--- config.mk ---
export PLATFORM = sky130hd
export DESIGN_NAME = uscw_core
export DESIGN_NICKNAME = d
export VERILOG_FILES = /design/src/hw/uscw_pkg.sv /design/src/hw/uscw_core.sv
export SDC_FILE = /design/constraint.sdc
export NUM_CORES = 1
export LEC_CHECK = 0
export BUFFER_PORTS_ARGS = -buffer_cell sky130_fd_sc_hd__buf_2
export CAP_MARGIN = 20
export CORE_MARGIN = 2
export CORE_UTILIZATION = 62
export DETAILED_ROUTE_END_ITERATION = 7
export PLACE_DENSITY_LB_ADDON = 0.25
export SETUP_SLACK_MARGIN = 0.4
export SKIP_LAST_GASP = 1
export SYNTH_ARGS = -nofsm -noshare
export SYNTH_HDL_FRONTEND = slang
export SYNTH_SLANG_ARGS = --single-unit
export TNS_END_PERCENT = 10
--- constraint.sdc ---
create_clock -name aclk -period 3.5 [get_ports aclk]
set_clock_uncertainty 0.1 [all_clocks]
set_input_delay 0.7 -clock aclk [delete_from_list [all_inputs] [get_ports aclk]]
set_output_delay 0.7 -clock aclk [all_outputs]
set_load 0.005 [all_outputs]
--- src/hw/uscw_pkg.sv ---
package uscw_pkg;
	localparam logic [7:0] control_a_addr = 8'h00;
	localparam logic [7:0] control_b_addr = 8'h04;
	localparam logic [7:0] interrupt_enable_clear_addr = 8'h14;
	localparam logic [7:0] interrupt_enable_set_addr = 8'h16;
	localparam logic [7:0] interrupt_flags_addr = 8'h18;
	localparam logic [7:0] status_addr = 8'h1A;
	localparam logic [7:0] sync_busy_bits_addr = 8'h1C;
	localparam logic [7:0] data_addr = 8'h28;
	localparam logic [7:0] sleep_addr = 8'h34;
	// control a fields
	localparam int control_a_software_reset_bit = 0;
	localparam int control_a_enable_bit = 1;
	localparam int control_a_run_in_standby_bit = 7;
	localparam int control_a_transmit_pinout_select_lo = 16;
	localparam int control_a_receive_pinout_select_lo = 20;
	localparam int control_a_sample_adjust_lo = 22;
	localparam int control_a_sampr_lo = 13;
	localparam int control_a_communication_mode_bit = 28;
	// control b fields
	localparam int control_b_collision_detect_enable_bit = 8;
	localparam int control_b_start_of_frame_detect_enable_bit = 9;
	localparam int control_b_transmitter_enable_bit = 16;
	localparam int control_b_receiver_enable_bit = 17;
	// interrupt flag and status bit positions
	localparam int irq_dre = 0;
	localparam int irq_txc = 1;
	localparam int irq_rxc = 2;
	localparam int irq_rxs = 3;
	localparam int irq_clear_to_send_change_flag = 4;
	localparam int irq_break_received_flag = 5;
	localparam int irq_error = 7;
	localparam int status_collision_status_bit = 5;
	// sync busy positions
	localparam int sb_software_reset = 0;
	localparam int sb_enable = 1;
	localparam int sb_control_b = 2;
	// timing, bus responses and transmit states
	localparam int clk_mhz = 40;
	localparam int sync_ns = 100;
	localparam int sync_cycles = (sync_ns * clk_mhz + 999) / 1000;
	localparam logic [3:0] sync_count = 4'(sync_cycles);
	localparam logic [4:0] os16_mid = 5'h08;
	localparam logic [4:0] os8_mid = 5'h04;
	localparam logic [4:0] os16_last = 5'h0F;
	localparam logic [4:0] os8_last = 5'h07;
	localparam logic [3:0] frame_bits = 4'hA;
	localparam logic [1:0] resp_okay = 2'b00;
	localparam logic [1:0] resp_slverr = 2'b10;
	typedef enum logic [1:0] {uscw_tx_idle, uscw_tx_shift} uscw_tx_state_t;
endpackage

--- src/hw/uscw_core.sv ---
`timescale 1ns/1ps
module uscw_core (
	input wire logic aclk,
	input wire logic aresetn,
	input wire logic [7:0] s_axi_awaddr,
	input wire logic s_axi_awvalid,
	output logic s_axi_awready,
	input wire logic [31:0] s_axi_wdata,
	input wire logic [3:0] s_axi_wstrb,
	input wire logic s_axi_wvalid,
	output logic s_axi_wready,
	output logic [1:0] s_axi_bresp,
	output logic s_axi_bvalid,
	input wire logic s_axi_bready,
	input wire logic [7:0] s_axi_araddr,
	input wire logic s_axi_arvalid,
	output logic s_axi_arready,
	output logic [31:0] s_axi_rdata,
	output logic [1:0] s_axi_rresp,
	output logic s_axi_rvalid,
	input wire logic s_axi_rready,
	input wire logic bit_tick,
	input wire logic sample_tick,
	input wire logic rxd_in,
	input wire logic cts_change,
	input wire logic break_seen,
	input wire logic sleep_req,
	output logic txd_out,
	output logic txd_oe,
	output logic osc_wake,
	output logic core_clk_en,
	output logic cpu_wake,
	output logic irq,
	output logic dma_rx_req,
	output logic dma_tx_req
);
	logic [31:0] control_a;
	logic [31:0] control_b;
	logic [7:0] int_en;
	logic [7:0] int_flag;
	logic collision_status;
	logic [2:0] sync_busy;
	logic [3:0] sync_cnt;
	logic [8:0] tx_buf;
	logic tx_full;
	logic [8:0] rx_buf;
	logic rx_full;
	logic [9:0] tx_shift;
	logic [3:0] tx_bits;
	uscw_pkg::uscw_tx_state_t tx_state;
	logic tx_bit;
	logic rx_prev;
	logic [4:0] samp_idx;
	logic [2:0] votes;
	logic voted;
	logic rx_active;
	logic [3:0] rx_bits;
	logic [9:0] rx_shift;
	logic frame_hold;
	logic aw_held;
	logic w_held;
	logic [7:0] aw_addr;
	logic [31:0] w_data;
	logic do_write;
	logic write_err;
	logic collision;
	logic loopback;
	logic rx_line;
	logic rx_fall;
	logic clk_on;
	logic rx_done;
	logic [4:0] mid;
	logic [4:0] last;
	logic sync_op;
	logic control_b_wr;
	logic control_a_wr;
	logic data_rd;
	logic data_wr;

	assign s_axi_awready = !aw_held && !s_axi_bvalid;
	assign s_axi_wready = !w_held && !s_axi_bvalid;
	assign s_axi_arready = !s_axi_rvalid;
	assign do_write = aw_held && w_held && !s_axi_bvalid;
	assign control_a_wr = do_write && aw_addr == uscw_pkg::control_a_addr;
	assign control_b_wr = do_write && aw_addr == uscw_pkg::control_b_addr;
	assign data_wr = do_write && aw_addr == uscw_pkg::data_addr && !tx_full;
	assign data_rd = s_axi_arvalid && s_axi_arready && s_axi_araddr == uscw_pkg::data_addr;
	// busy check: any control a or control b write overlapping that register's pending sync
	assign sync_op = control_a_wr || (control_b_wr && (w_data[uscw_pkg::control_b_transmitter_enable_bit]
		!= control_b[uscw_pkg::control_b_transmitter_enable_bit] || w_data[uscw_pkg::control_b_receiver_enable_bit]
		!= control_b[uscw_pkg::control_b_receiver_enable_bit]));
	assign write_err = (control_a_wr && (sync_busy[uscw_pkg::sb_enable]
		|| sync_busy[uscw_pkg::sb_software_reset])) || (control_b_wr && sync_busy[uscw_pkg::sb_control_b]);

	// address and data may arrive in either order; hold each until both
	always_ff @(posedge aclk) begin
		if (!aresetn) begin
			aw_held <= 1'b0;
			w_held <= 1'b0;
			aw_addr <= 8'h00;
			w_data <= 32'h0000_0000;
		end else begin
			if (s_axi_awvalid && s_axi_awready) begin
				aw_held <= 1'b1;
				aw_addr <= s_axi_awaddr;
			end else if (do_write) begin
				aw_held <= 1'b0;
			end
			if (s_axi_wvalid && s_axi_wready) begin
				w_held <= 1'b1;
				w_data <= s_axi_wdata;
			end else if (do_write) begin
				w_held <= 1'b0;
			end
		end
	end

	// write response; slverr on busy violation
	always_ff @(posedge aclk) begin
		if (!aresetn) begin
			s_axi_bvalid <= 1'b0;
			s_axi_bresp <= uscw_pkg::resp_okay;
		end else if (do_write) begin
			s_axi_bvalid <= 1'b1;
			s_axi_bresp <= write_err ? uscw_pkg::resp_slverr : uscw_pkg::resp_okay;
		end else if (s_axi_bready) begin
			s_axi_bvalid <= 1'b0;
		end
	end

	// read data; unmapped words read zero
	always_ff @(posedge aclk) begin
		if (!aresetn) begin
			s_axi_rvalid <= 1'b0;
			s_axi_rdata <= 32'h0000_0000;
			s_axi_rresp <= uscw_pkg::resp_okay;
		end else if (s_axi_arvalid && s_axi_arready) begin
			s_axi_rvalid <= 1'b1;
			s_axi_rresp <= uscw_pkg::resp_okay;
			case (s_axi_araddr)
				uscw_pkg::control_a_addr: s_axi_rdata <= control_a;
				uscw_pkg::control_b_addr: s_axi_rdata <= control_b;
				uscw_pkg::interrupt_enable_clear_addr: s_axi_rdata <= {24'h000000, int_en};
				uscw_pkg::interrupt_flags_addr: s_axi_rdata <= {24'h000000, int_flag};
				uscw_pkg::status_addr: s_axi_rdata <= 32'(collision_status) << uscw_pkg::status_collision_status_bit;
				uscw_pkg::sync_busy_bits_addr: s_axi_rdata <= {29'h0, sync_busy};
				uscw_pkg::data_addr: s_axi_rdata <= {23'h0, rx_buf};
				default: s_axi_rdata <= 32'h0000_0000;
			endcase
		end else if (s_axi_rready) begin
			s_axi_rvalid <= 1'b0;
		end
	end

	// control registers; collision clears transmitter enable by hardware
	always_ff @(posedge aclk) begin
		if (!aresetn) begin
			control_a <= 32'h0000_0000;
			control_b <= 32'h0000_0000;
		end else begin
			if (control_a_wr && !write_err) begin
				control_a <= w_data;
			end else if (sync_busy[uscw_pkg::sb_software_reset] && sync_cnt == 4'h1) begin
				control_a <= 32'h0000_0000;
			end
			if (control_b_wr && !write_err) begin
				control_b <= w_data;
			end
			if (collision) begin
				control_b[uscw_pkg::control_b_transmitter_enable_bit] <= 1'b0;
			end
			if (control_a[uscw_pkg::control_a_software_reset_bit] && sync_cnt == 4'h1) begin
				control_b <= 32'h0000_0000;
			end
		end
	end

	// sync busy: set at once, cleared after the crossing time
	always_ff @(posedge aclk) begin
		if (!aresetn) begin
			sync_busy <= 3'b000;
			sync_cnt <= 4'h0;
		end else if (collision || (sync_op && !write_err)) begin
			sync_cnt <= uscw_pkg::sync_count;
			if (collision || control_b_wr) begin
				sync_busy[uscw_pkg::sb_control_b] <= 1'b1;
			end
			if (control_a_wr) begin
				sync_busy[uscw_pkg::sb_software_reset] <= w_data[uscw_pkg::control_a_software_reset_bit];
				sync_busy[uscw_pkg::sb_enable] <= 1'b1;
			end
		end else if (sync_cnt != 4'h0) begin
			sync_cnt <= sync_cnt - 4'h1;
			if (sync_cnt == 4'h1) begin
				sync_busy <= 3'b000;
			end
		end
	end

	// interrupt enables via set and clear registers
	always_ff @(posedge aclk) begin
		if (!aresetn) begin
			int_en <= 8'h00;
		end else if (do_write && aw_addr == uscw_pkg::interrupt_enable_set_addr) begin
			int_en <= int_en | w_data[7:0];
		end else if (do_write && aw_addr == uscw_pkg::interrupt_enable_clear_addr) begin
			int_en <= int_en & ~w_data[7:0];
		end
	end

	// loop-back when both pinouts select the same pad
	assign loopback = control_a[uscw_pkg::control_a_receive_pinout_select_lo +: 2] == control_a[uscw_pkg::control_a_transmit_pinout_select_lo +: 2];
	// loop-back goes through the pad, so a remote node pulling the line is still seen
	assign rx_line = loopback ? (rxd_in & (txd_oe ? txd_out : 1'b1)) : rxd_in;
	assign rx_fall = rx_prev && !rx_line;
	// 16x or 8x oversampling selects the voting window
	assign mid = control_a[uscw_pkg::control_a_sampr_lo] ? uscw_pkg::os8_mid : uscw_pkg::os16_mid;
	assign last = control_a[uscw_pkg::control_a_sampr_lo] ? uscw_pkg::os8_last : uscw_pkg::os16_last;
	assign voted = (votes[0] & votes[1]) | (votes[1] & votes[2]) | (votes[0] & votes[2]);
	// frame ends at the last sample of the stop bit, bit nine counted from zero
	assign rx_done = rx_active && sample_tick && samp_idx == last
		&& rx_bits == uscw_pkg::frame_bits - 4'h1;
	assign tx_bit = tx_shift[0];
	// gated by enables; compare at detection point; only while sending
	assign collision = control_b[uscw_pkg::control_b_collision_detect_enable_bit] && control_b[uscw_pkg::control_b_receiver_enable_bit]
		&& control_b[uscw_pkg::control_b_transmitter_enable_bit] && tx_state == uscw_pkg::uscw_tx_shift && rx_active
		&& sample_tick && samp_idx == mid + 5'h02 && voted != tx_bit;

	// receiver sampling; sample 0 begins at the start edge
	always_ff @(posedge aclk) begin
		if (!aresetn) begin
			rx_prev <= 1'b1;
			rx_active <= 1'b0;
			samp_idx <= 5'h00;
			votes <= 3'b111;
			rx_bits <= 4'h0;
			rx_shift <= 10'h000;
		end else begin
			rx_prev <= rx_line;
			if (!rx_active) begin
				// reception dropped while the clock is stopped
				if (rx_fall && control_b[uscw_pkg::control_b_receiver_enable_bit] && clk_on) begin
					rx_active <= 1'b1;
					samp_idx <= 5'h00;
					rx_bits <= 4'h0;
				end
			end else if (sample_tick) begin
				samp_idx <= samp_idx == last ? 5'h00 : samp_idx + 5'h01;
				if (samp_idx >= mid - 5'h01 && samp_idx <= mid + 5'h01) begin
					votes <= {votes[1:0], rx_line};
				end
				if (samp_idx == last) begin
					rx_shift <= {voted, rx_shift[9:1]};
					rx_bits <= rx_bits + 4'h1;
					if (rx_bits == uscw_pkg::frame_bits - 4'h1) begin
						rx_active <= 1'b0;
					end
				end
			end
		end
	end

	// receive holding register; dma request until data is read
	always_ff @(posedge aclk) begin
		if (!aresetn) begin
			rx_buf <= 9'h000;
			rx_full <= 1'b0;
		end else if (rx_done) begin
			rx_buf <= {1'b0, rx_shift[9:2]};
			rx_full <= 1'b1;
		end else if (data_rd) begin
			rx_full <= 1'b0;
		end
	end
	assign dma_rx_req = rx_full;

	// transmit buffer and shifter; collision flushes and aborts
	always_ff @(posedge aclk) begin
		if (!aresetn) begin
			tx_buf <= 9'h000;
			tx_full <= 1'b0;
			tx_state <= uscw_pkg::uscw_tx_idle;
			tx_shift <= 10'h3FF;
			tx_bits <= 4'h0;
		end else if (collision) begin
			tx_full <= 1'b0;
			tx_state <= uscw_pkg::uscw_tx_idle;
			tx_shift <= 10'h3FF;
		end else begin
			if (data_wr) begin
				tx_buf <= w_data[8:0];
				tx_full <= 1'b1;
			end
			case (tx_state)
				uscw_pkg::uscw_tx_idle: begin
					if (tx_full && control_b[uscw_pkg::control_b_transmitter_enable_bit] && bit_tick) begin
						tx_shift <= {1'b1, tx_buf[7:0], 1'b0};
						tx_full <= 1'b0;
						tx_bits <= 4'h0;
						tx_state <= uscw_pkg::uscw_tx_shift;
					end
				end
				uscw_pkg::uscw_tx_shift: begin
					if (bit_tick) begin
						tx_shift <= {1'b1, tx_shift[9:1]};
						tx_bits <= tx_bits + 4'h1;
						if (tx_bits == uscw_pkg::frame_bits - 4'h1) begin
							tx_state <= uscw_pkg::uscw_tx_idle;
						end
					end
				end
				default: tx_state <= uscw_pkg::uscw_tx_idle;
			endcase
		end
	end
	assign dma_tx_req = !tx_full && control_b[uscw_pkg::control_b_transmitter_enable_bit];
	// pin released once the transmitter is disabled
	assign txd_oe = control_b[uscw_pkg::control_b_transmitter_enable_bit];
	assign txd_out = tx_bit;

	// collision status and flags; hardware set wins over software clear
	always_ff @(posedge aclk) begin
		if (!aresetn) begin
			collision_status <= 1'b0;
			int_flag <= 8'h00;
		end else begin
			collision_status <= collision || (collision_status && !(do_write && aw_addr == uscw_pkg::status_addr
				&& w_data[uscw_pkg::status_collision_status_bit]));
			if (do_write && aw_addr == uscw_pkg::interrupt_flags_addr) begin
				int_flag <= int_flag & ~w_data[7:0];
			end
			if (collision) begin
				int_flag[uscw_pkg::irq_error] <= 1'b1;
				int_flag[uscw_pkg::irq_txc] <= 1'b1;
			end
			if (tx_state == uscw_pkg::uscw_tx_shift && bit_tick
				&& tx_bits == uscw_pkg::frame_bits - 4'h1
				&& !tx_full) begin
				int_flag[uscw_pkg::irq_txc] <= 1'b1;
			end
			// start bit raises receive start at once
			if (rx_fall && !rx_active && control_b[uscw_pkg::control_b_receiver_enable_bit] && clk_on) begin
				int_flag[uscw_pkg::irq_rxs] <= 1'b1;
			end
			if (rx_done) begin
				int_flag[uscw_pkg::irq_rxc] <= 1'b1;
			end
			if (cts_change) begin
				int_flag[uscw_pkg::irq_clear_to_send_change_flag] <= 1'b1;
			end
			if (break_seen) begin
				int_flag[uscw_pkg::irq_break_received_flag] <= 1'b1;
			end
			// data register empty is a level from the buffer
			int_flag[uscw_pkg::irq_dre] <= !tx_full;
		end
	end

	// one request line for all enabled flags
	assign irq = |(int_flag & int_en);

	// frame hold keeps clocks alive from a detected start to the frame end only if reception began; otherwise it lasts one cycle
	always_ff @(posedge aclk) begin
		if (!aresetn) begin
			frame_hold <= 1'b0;
		end else if (rx_fall && control_b[uscw_pkg::control_b_start_of_frame_detect_enable_bit]) begin
			frame_hold <= 1'b1;
		end else if (!rx_active && !rx_fall) begin
			frame_hold <= 1'b0;
		end
	end

	// run-in-standby keeps clock; otherwise stop after transfers end
	assign clk_on = !sleep_req || control_a[uscw_pkg::control_a_run_in_standby_bit] || frame_hold
		|| rx_active || tx_state == uscw_pkg::uscw_tx_shift;
	// falling rx edge wakes oscillator and core clock in either mode
	assign osc_wake = (control_b[uscw_pkg::control_b_start_of_frame_detect_enable_bit] && !rx_line && rx_prev) || frame_hold;
	assign core_clk_en = clk_on || osc_wake;
	// wake is combinational, needs no running clock
	assign cpu_wake = irq;
endmodule

Word-level counts from Yosys, hierarchy flattened
Cells that the tools add are included.

word-level totals
  bits in registers = 225
  input port bits = 65
  output and inout port bits = 49
  logic and storage cells = 266

cells by class
  mux-type cells = 62
  magnitude comparators = 2
  equal/unequal tests = 29
  reduce and logical (&&, ||, !) cells = 114
  add/sub/neg operators = 7
  bitwise gates (word level) = 13

operator list
  cell                 number
  $pmux 32 s7          1
  $eq 8x5->1 const B   8
  $mux 32              2
  $logic_and 1x1->1    53
  $reduce_bool 2->1    17
  $mux 4               8
  $mux 1               29
  $and 8x8->8          3
  $mux 8               3
  $reduce_and 3->1     7
  $mux 10              2
  $mux 5               4
  $pmux 10 s2          1
  $eq 8x3->1 const B   2
  $eq 8x6->1 const B   2
  $logic_not 8->1      2
  $mux 3               5
  $logic_or 1x1->1     13
  $logic_not 1->1      11
  $mux 2               5
  $add 4x1->4 const B  2
  $eq 4x4->1 const B   2
  $ne 2x2->1 const B   4
  $not 8->8            1
  other kinds (28)     40

Logic depth before layout (Yosys ltp)
Gate-level depths: netlist of the first run.

  word-level depth = 10
  depth in mapped cells = 8
  depth with buffers taken out = 7

Worst setup path after synthesis of the first run
Ideal clock, no wire load.

  path kind = register to output
  from = reg control_b[16]
  to = out core_clk_en
  data required time = 2.700 ns
  path slack = 1.204 ns
  cell stages (with the launch flop) = 7
  path buffers = 1
  data arrival time = 1.496 ns
  cell sequence = dfxtp_1 > buf_2 > inv_1 > o41ai_1 > and2_1 > nand2_1 > nand3b_1

on the way
  longest elaborated chain between the ends = 8

ends and longest elaborated chain
  element                         line              source
  start, declared                 uscw_core.sv:38   logic [31:0] control_b;
  start signal, assigned          uscw_core.sv:167  control_b <= w_data;
  $mux 1                          uscw_core.sv:214  assign rx_line = loopback ? (rxd_in & (txd_oe ? txd_out : 1'b1)) : rxd_in;
  $and 1x1->1                     uscw_core.sv:214
  $mux 1                          uscw_core.sv:214
  $logic_not 1->1                 uscw_core.sv:377  assign osc_wake = (control_b[uscw_pkg::control_b_start_of_frame_detect_enable_bit] && !rx_line && rx_prev) || ...
  $logic_and 1x1->1 (2 in a row)  uscw_core.sv:377
  $logic_or 1x1->1                uscw_core.sv:377
  $logic_or 1x1->1                uscw_core.sv:378  assign core_clk_en = clk_on || osc_wake;
  end, declared                   uscw_core.sv:31   output logic core_clk_en,

Every way passes these cells.

Worst setup path in the final report of the first run
Ends and elaborated chain as after synthesis.

==> impl_metrics.yaml, run 1 <==
final_layout:
  area_growth_pct: 15.2
  n_fill_cell: 1146
  design_area_mm2: 0.0104
  fin_util_pct: 72.1
  regArea_mm2: 0.00440
  layout.nets: 1219
  diodes: 0
  drive_gt1_share_pct: 15.2
  multi_input_area_mm2: 0.00425
timing:
  relSlewSlack_pct: 42.1
  fin_ws_ns: 0.562
  slew_viol_final: 0
  hold_viol: 0
  setup_tns_ns: 0
  rsz0062_at_grt: "no"
  fin_crit_ns: 2.94
  tightest_slew_ns: 0.861
  final-setup-viol-count: 0
  period_share_pct: 83.9
  max_freq_mhz: 340
power_and_ir_drop:
  leakagePower_nw: 3.98
  ir_drop_mv: 0.355
  power_density_mw_per_mm2: 525
  power_mw: 5.44
grt:
  grt-ovfl-total: 0
  grt_use_total_pct: 29.4
  antenna_found_initial: 0
  grt_max_degree: 128
  grt_pass1_vias: 7634
  grt_pass1_wl_um: 38000
synthesis:
  yosys_register_bits: 220
  yosysUniqueCellTypes: 63
  ys_top_cells_by_area: "dfxtp_1, nand2_1, a21oi_1"
  syn_inst: 1064
  synth_async_sr_flop_share_pct: 0
  yosys.area.top_type_share_pct: 48.9
  synth_edf_count: 0
  synth_area_mm2: 0.00900
  synth_ff_type: "dfxtp_1"
  yosysSeqAreaShare_pct: 48.9
  avgSynthCellArea_um2: 8.46
  yosysTopAreaCell: "dfxtp_1"
  yosysWarnings: 0
floorplan:
  fp.dieW_um: 124
  pin_count: 114
  die_area_mm2: 0.0155
  start_util_pct: 62.6
  die_h_um: 124
  row_count: 44
  core-area_mm2: 0.0144
critical_path:
  cp_data_arrival_time_ns: 2.14
  end_kind: "primary output"
  worst-path-max-fanout: 8
  crit_start: "control_b[16]$_SDFFE_PP0P_"
  crit_type: "flip-flop to primary output"
  critPathRequiredTime_ns: 2.70
  critPathLaunchType: "flip-flop"
  r2r-start: "tx_state[0]$_SDFFE_PP0P_"
clocking:
  numCtsBuffers: 22
  clock_path_buffers: 3
  cts-root-buf: "clkbuf_16"
  htreeDepth: 1
  cts_tree: "yes"
  clk_latency_ns: 0.50
  clk_pin_slew_ns: 0.06
  clock-sinks: 220
placed_design:
  dp_hpwl_um: 14200
  io_buffers: 106
  place_ws_ns: 0.800
  gp_congestion: 0.927
  dpl_cell_area_mm2: 0.00959
detailed_routing:
  first_iter_violations: 751
  avgViaCountPerCell: 5.98
  drc: 0
  ant_nets: 0
  wl_per_cell_um: 17.1
  num_vias: 8021
  first_pass_iters: 5
  drt-total-wl_um: 23000
outcome:
  status: "finished clean"
hold_path:
  worstHoldPathType: "input pin to flip-flop"
  min_from: "s_axi_rready"
run:
  cap_violations: 0
[cell families (layout without fill, tap and decap cells)]
group | after synthesis | count (layout) | share of synthesized area (%)
AO/OA/AOI/OAI | 273 | 273 | 19.2
XOR/XNOR | 7 | 7 | 0.681
adder cells (fa/ha/maj) | 13 | 13 | 1.78
buffers and inverters | 86 | 177 | 4.17
flip-flops | 220 | 220 | 48.9
multiplexers | 38 | 38 | 4.27
other | 1 | 3 | 0.0417
AND/OR/NAND/NOR | 426 | 426 | 21.0
[cell type report]
type	instances	area share, %
clock buffer	31	6.13
inverter	16	0.604
clock inverter	8	1.11
sequential	220	42.5
timing repair buffer	122	6.40
tap	184	2.22
multi-input combinational	760	41.0
[worst max-delay path, cell delays in order (launching register included)]
cell and delay (ns):
dfxtp_1 0.49, inv_1 0.14, o41ai_4 0.43, and2_1 0.20, nand2_1 0.09, nand3b_1 0.14
buf_2 0.13
[flip-flops by register name, indices dropped and copies added, names as in the netlist, 3 cells and up, named ones only]
register,flops
aw_addr,8
control_b,32
tx_shift,9
rx_buf,8
s_axi_rdata,32
sync_busy,3
tx_bits,4
votes,3
w_data,32
rx_shift,8
rx_bits,4
tx_buf,8
int_flag,8
control_a,32
samp_idx,5
sync_cnt,4
[worst paths after layout]
kind | endpoint | slack, ns | depth (start not counted)
setup reg to reg | sync_busy[1]$_SDFFE_PN0P_ | 0.90 | 5
hold / removal | s_axi_rvalid$_SDFFE_PN0P_ | 0.28 | 2
hold reg to reg | s_axi_rdata[29]$_SDFFE_PN0P_ | 0.34 | 2
setup / recovery | core_clk_en | 0.56 | 6
[synthesized netlist by cell type, drive strengths merged (3+ instances only)]
cell      n
and2      6
nand4     3
clkbuf   56
a22o      3
o21ai    37
nand3b    4
dfxtp   220
or3       6
nor3      9
mux2      3
ha       12
o211ai   10
nand2   249
a32oi     4
nand2b    5
nand3    13
a21oi   112
nand4b    5
mux2i    35
xor2      3
o21a      6
xnor2     4
nor3b     4
nor2     93
inv      15
a211oi    6
and3      5
o41ai     3
buf      14
a22oi    65
nor4      7
nor2b     6
a222oi    8
[routing by layer]
layer / track usage (%) / wire length, um / vias to the layer above
li1: - / - / 3876
met2: 48.0 / 10800 / 317
met5: 0 / 0 / -
met3: 3.95 / 1640 / 50
met1: 40.3 / 10000 / 3778
met4: 10.1 / 539 / 0
[cell usage in the layout, fill, tap and decap left out, drive strengths merged, types with 5 or more instances in the layout]
cell	netlist	layout
clkbuf	56	31
nor2b	6	6
a22oi	65	65
dfxtp	220	220
or3	6	6
o211ai	10	10
nor2	93	93
a21oi	112	112
and3	5	5
buf	14	122
nand2	249	249
o21a	6	6
o21ai	37	37
and2	6	6
nor4	7	7
a211oi	6	6
nor3	9	9
nand2b	5	5
a222oi	8	8
ha	12	12
nand4b	5	5
nand3	13	13
inv	15	16
mux2i	35	35
clkinv	1	5
[power breakdown]
group	total [mW]	internal, mW	switching (mW)
logic	0.372	0.137	0.235
registers	2.63	2.56	0.0639
clock network	2.44	1.48	0.957
total	5.44	4.18	1.26
[per-stage QoR]
stage	hold WS, ns	instances
detailed placement	0.337	1302
CTS	0.272	1341
finish	0.276	1341
global route	0.281	1341
floorplan	0.324	1066
global placement	0.328	1302
[what timing repair did]
item	4_1_cts	5_1_grt
resized for setup	1	1
endpoints found under the setup margin	2	1
hold buffers	0	0
hold endpoints to repair	0	0
buffers inserted	0	0
Power figures use the tool's default switching activity.
==> run 2: changes to the inputs <==
ABC_AREA = 1   (was unset)
CORE_UTILIZATION = 58   (was 62)
clock period = 2.9 ns   (was 3.5 ns; I/O delays follow)
==> impl_metrics.yaml, run 2 <==
hold_path:
  hold_end: "int_flag[4]$_SDFFE_PN0P_"
  worstHoldPathType: "input pin to flip-flop"
  worstHoldPathCells: 3
  min_from: "cts_change"
synthesis:
  yosysUniqueCellTypes: 41
  syn_inst: 1293
  yosys_register_bits: 220
  synth_ff_type: "dfxtp_1"
  synth_area_mm2: 0.00931
  yosysWarnings: 0
  synth_async_sr_flop_share_pct: 0
  yosys.area.top_type_share_pct: 47.3
  post-synth-top-count-cell: "nand2_1"
  yosysTopAreaCell: "dfxtp_1"
  synthTopCellsByCount: "nand2_1, dfxtp_1, nor2_1"
  ys_top_cells_by_area: "dfxtp_1, nand2_1, a21oi_1"
  synth_edf_count: 0
  yosysSeqAreaShare_pct: 47.3
  avgSynthCellArea_um2: 7.20
final_layout:
  layout.nets: 1456
  area_growth_pct: 15.6
  fin_util_pct: 68.2
  multi_input_area_mm2: 0.00413
  regArea_mm2: 0.00441
  drive_gt1_share_pct: 14.0
  diodes: 0
  n_fill_cell: 1399
  mostFrequentLayoutCells: "nand2_1, dfxtp_1, nor2_1, a21oi_1, inv_1"
  layout_commonest_cell: "nand2_1"
critical_path:
  crit_type: "flip-flop to primary output"
  critical_path.top_delay_family: "simple AND/OR/NAND/NOR gates"
  crit_slowest_cell: "dfxtp_2"
  critPathRequiredTime_ns: 2.22
  max_stage_delay_ns: 0.34
  path_cells: "inv_1, nand2_1, nand2_2, nor2_4, a21oi_2, nor2_1, nand2_1, nand2_1, buf_2"
  cpMostUsedCell: "nand2_1"
  worstRegToRegCells: 9
  crit_start: "control_a[17]$_SDFFE_PN0P_"
  cp_data_arrival_time_ns: 1.74
  critPathBufInv: 2
  r2r_slack_ns: 0.73
  r2r_end: "rx_bits[3]$_SDFFE_PN0P_"
  end_kind: "primary output"
  r2r-start: "samp_idx[1]$_SDFFE_PN0P_"
  critPathLaunchType: "flip-flop"
  worst-path-max-fanout: 3
placed_design:
  io_buffers: 106
  gp_congestion: 0.925
  dp_hpwl_um: 15300
clocking:
  clk_pin_slew_ns: 0.06
  htreeDepth: 1
  cts-root-buf: "clkbuf_16"
  cts_tree: "yes"
  clk_latency_ns: 0.51
  clock-sinks: 220
  clock_path_buffers: 3
  ctsHoldBuffers: 0
  numCtsBuffers: 23
timing:
  slew_viol_final: 0
  period_share_pct: 83.5
  rsz0062_at_grt: "no"
  max_freq_mhz: 413
  tightest_slew_ns: 0.985
  hold_viol: 0
  setup_tns_ns: 0
  fin_crit_ns: 2.42
  relSlewSlack_pct: 34.2
  final-setup-viol-count: 0
power_and_ir_drop:
  power_density_mw_per_mm2: 621
  leakagePower_nw: 4.43
  ir_drop_mv: 0.388
  power_mw: 6.68
floorplan:
  row_count: 46
  fp.dieW_um: 131
  start_util_pct: 59.1
  die_area_mm2: 0.0171
  core-area_mm2: 0.0158
  pin_count: 114
  die_h_um: 131
grt:
  antenna_found_initial: 0
  grt_use_total_pct: 27.8
  grt_pass1_wl_um: 38300
  grt_max_degree: 65
  grt-ovfl-total: 0
  grt_pass1_vias: 7908
detailed_routing:
  first_pass_iters: 5
  num_vias: 8682
  first_iter_violations: 742
  drc: 0
  ant_nets: 0
  avgViaCountPerCell: 5.39
  drt-total-wl_um: 23700
  wl_per_cell_um: 14.7
run:
  cap_violations: 0
outcome:
  status: "finished clean"
## run 2: per-stage QoR
stage / cells / worst slack, ns / area [um2] / hold slack (ns)
floorplan: 1295 / 1.09 / 9320 / 0.324
global placement: 1569 / 0.746 / 9940 / 0.333
detailed placement: 1569 / 0.718 / 9940 / 0.339
CTS: 1611 / 0.426 / 10700 / 0.204
global route: 1611 / 0.404 / 10800 / 0.228
finish: 1611 / 0.478 / 10800 / 0.216
## run 2: final cells by class
cell class	instances	share of cell area, %
tap	216	2.51
inverter	131	4.58
multi-input combinational	880	38.4
clock inverter	3	0.407
clock buffer	38	6.89
sequential	220	41.0
timing repair buffer	123	6.23
## run 2: logic make-up after synthesis
| family | after synthesis | synth area share [%] |
|---|---|---|
| simple gates | 532 | 23.5 |
| compound gates | 326 | 18.2 |
| flops | 220 | 47.3 |
| buf+inv | 195 | 8.64 |
| fa+ha+maj | 13 | 1.72 |
| xor+xnor | 6 | 0.564 |
| other cells | 1 | 0.0403 |
## run 2: worst max-delay path by stage
| stage | to | cells after the start |
|---|---|---|
| after floorplan | control_b[16]$_SDFFE_PP0P_ | 10 |
| after global placement | sync_cnt[1]$_SDFFE_PP0N_ | 10 |
| after detailed placement | s_axi_rdata[1]$_SDFFE_PN0P_ | 13 |
| after CTS | core_clk_en | 9 |
| after global routing | core_clk_en | 9 |
| final | osc_wake | 9 |
## run 2: per-layer routing
layer  vias to the layer above  wire [um]  global-route usage (%)
met2                       274      11000                    46.1
met3                        38       1700                    4.68
li1                       4358          -                       -
met1                      4012      10600                    37.7
met5                         -          0                       0
met4                         0        485                    8.07
## run 2: worst register-to-register path, stage by stage, from the launching register on
cell and delay [ns]:
dfxtp_1 0.44, ha_1 0.23, nand2_1 0.11, nor2_1 0.20
buf_4 0.21, nand2_1 0.24, nand2_1 0.27, inv_1 0.10
nor2_1 0.11, nor2_1 0.05
## run 2: report_power, final
group          switching (mW)  total (mW)  internal, mW
combinational           0.336       0.499         0.163
sequential             0.0759        3.19          3.11
clock                    1.17        3.00          1.83
total                    1.58        6.68          5.10
## run 2: what timing repair did
item / CTS / global route
endpoints found under the setup margin: 2 / 2
setup buffers: 1 / 0
pin swaps: 1 / 3
resized for setup: 1 / 11
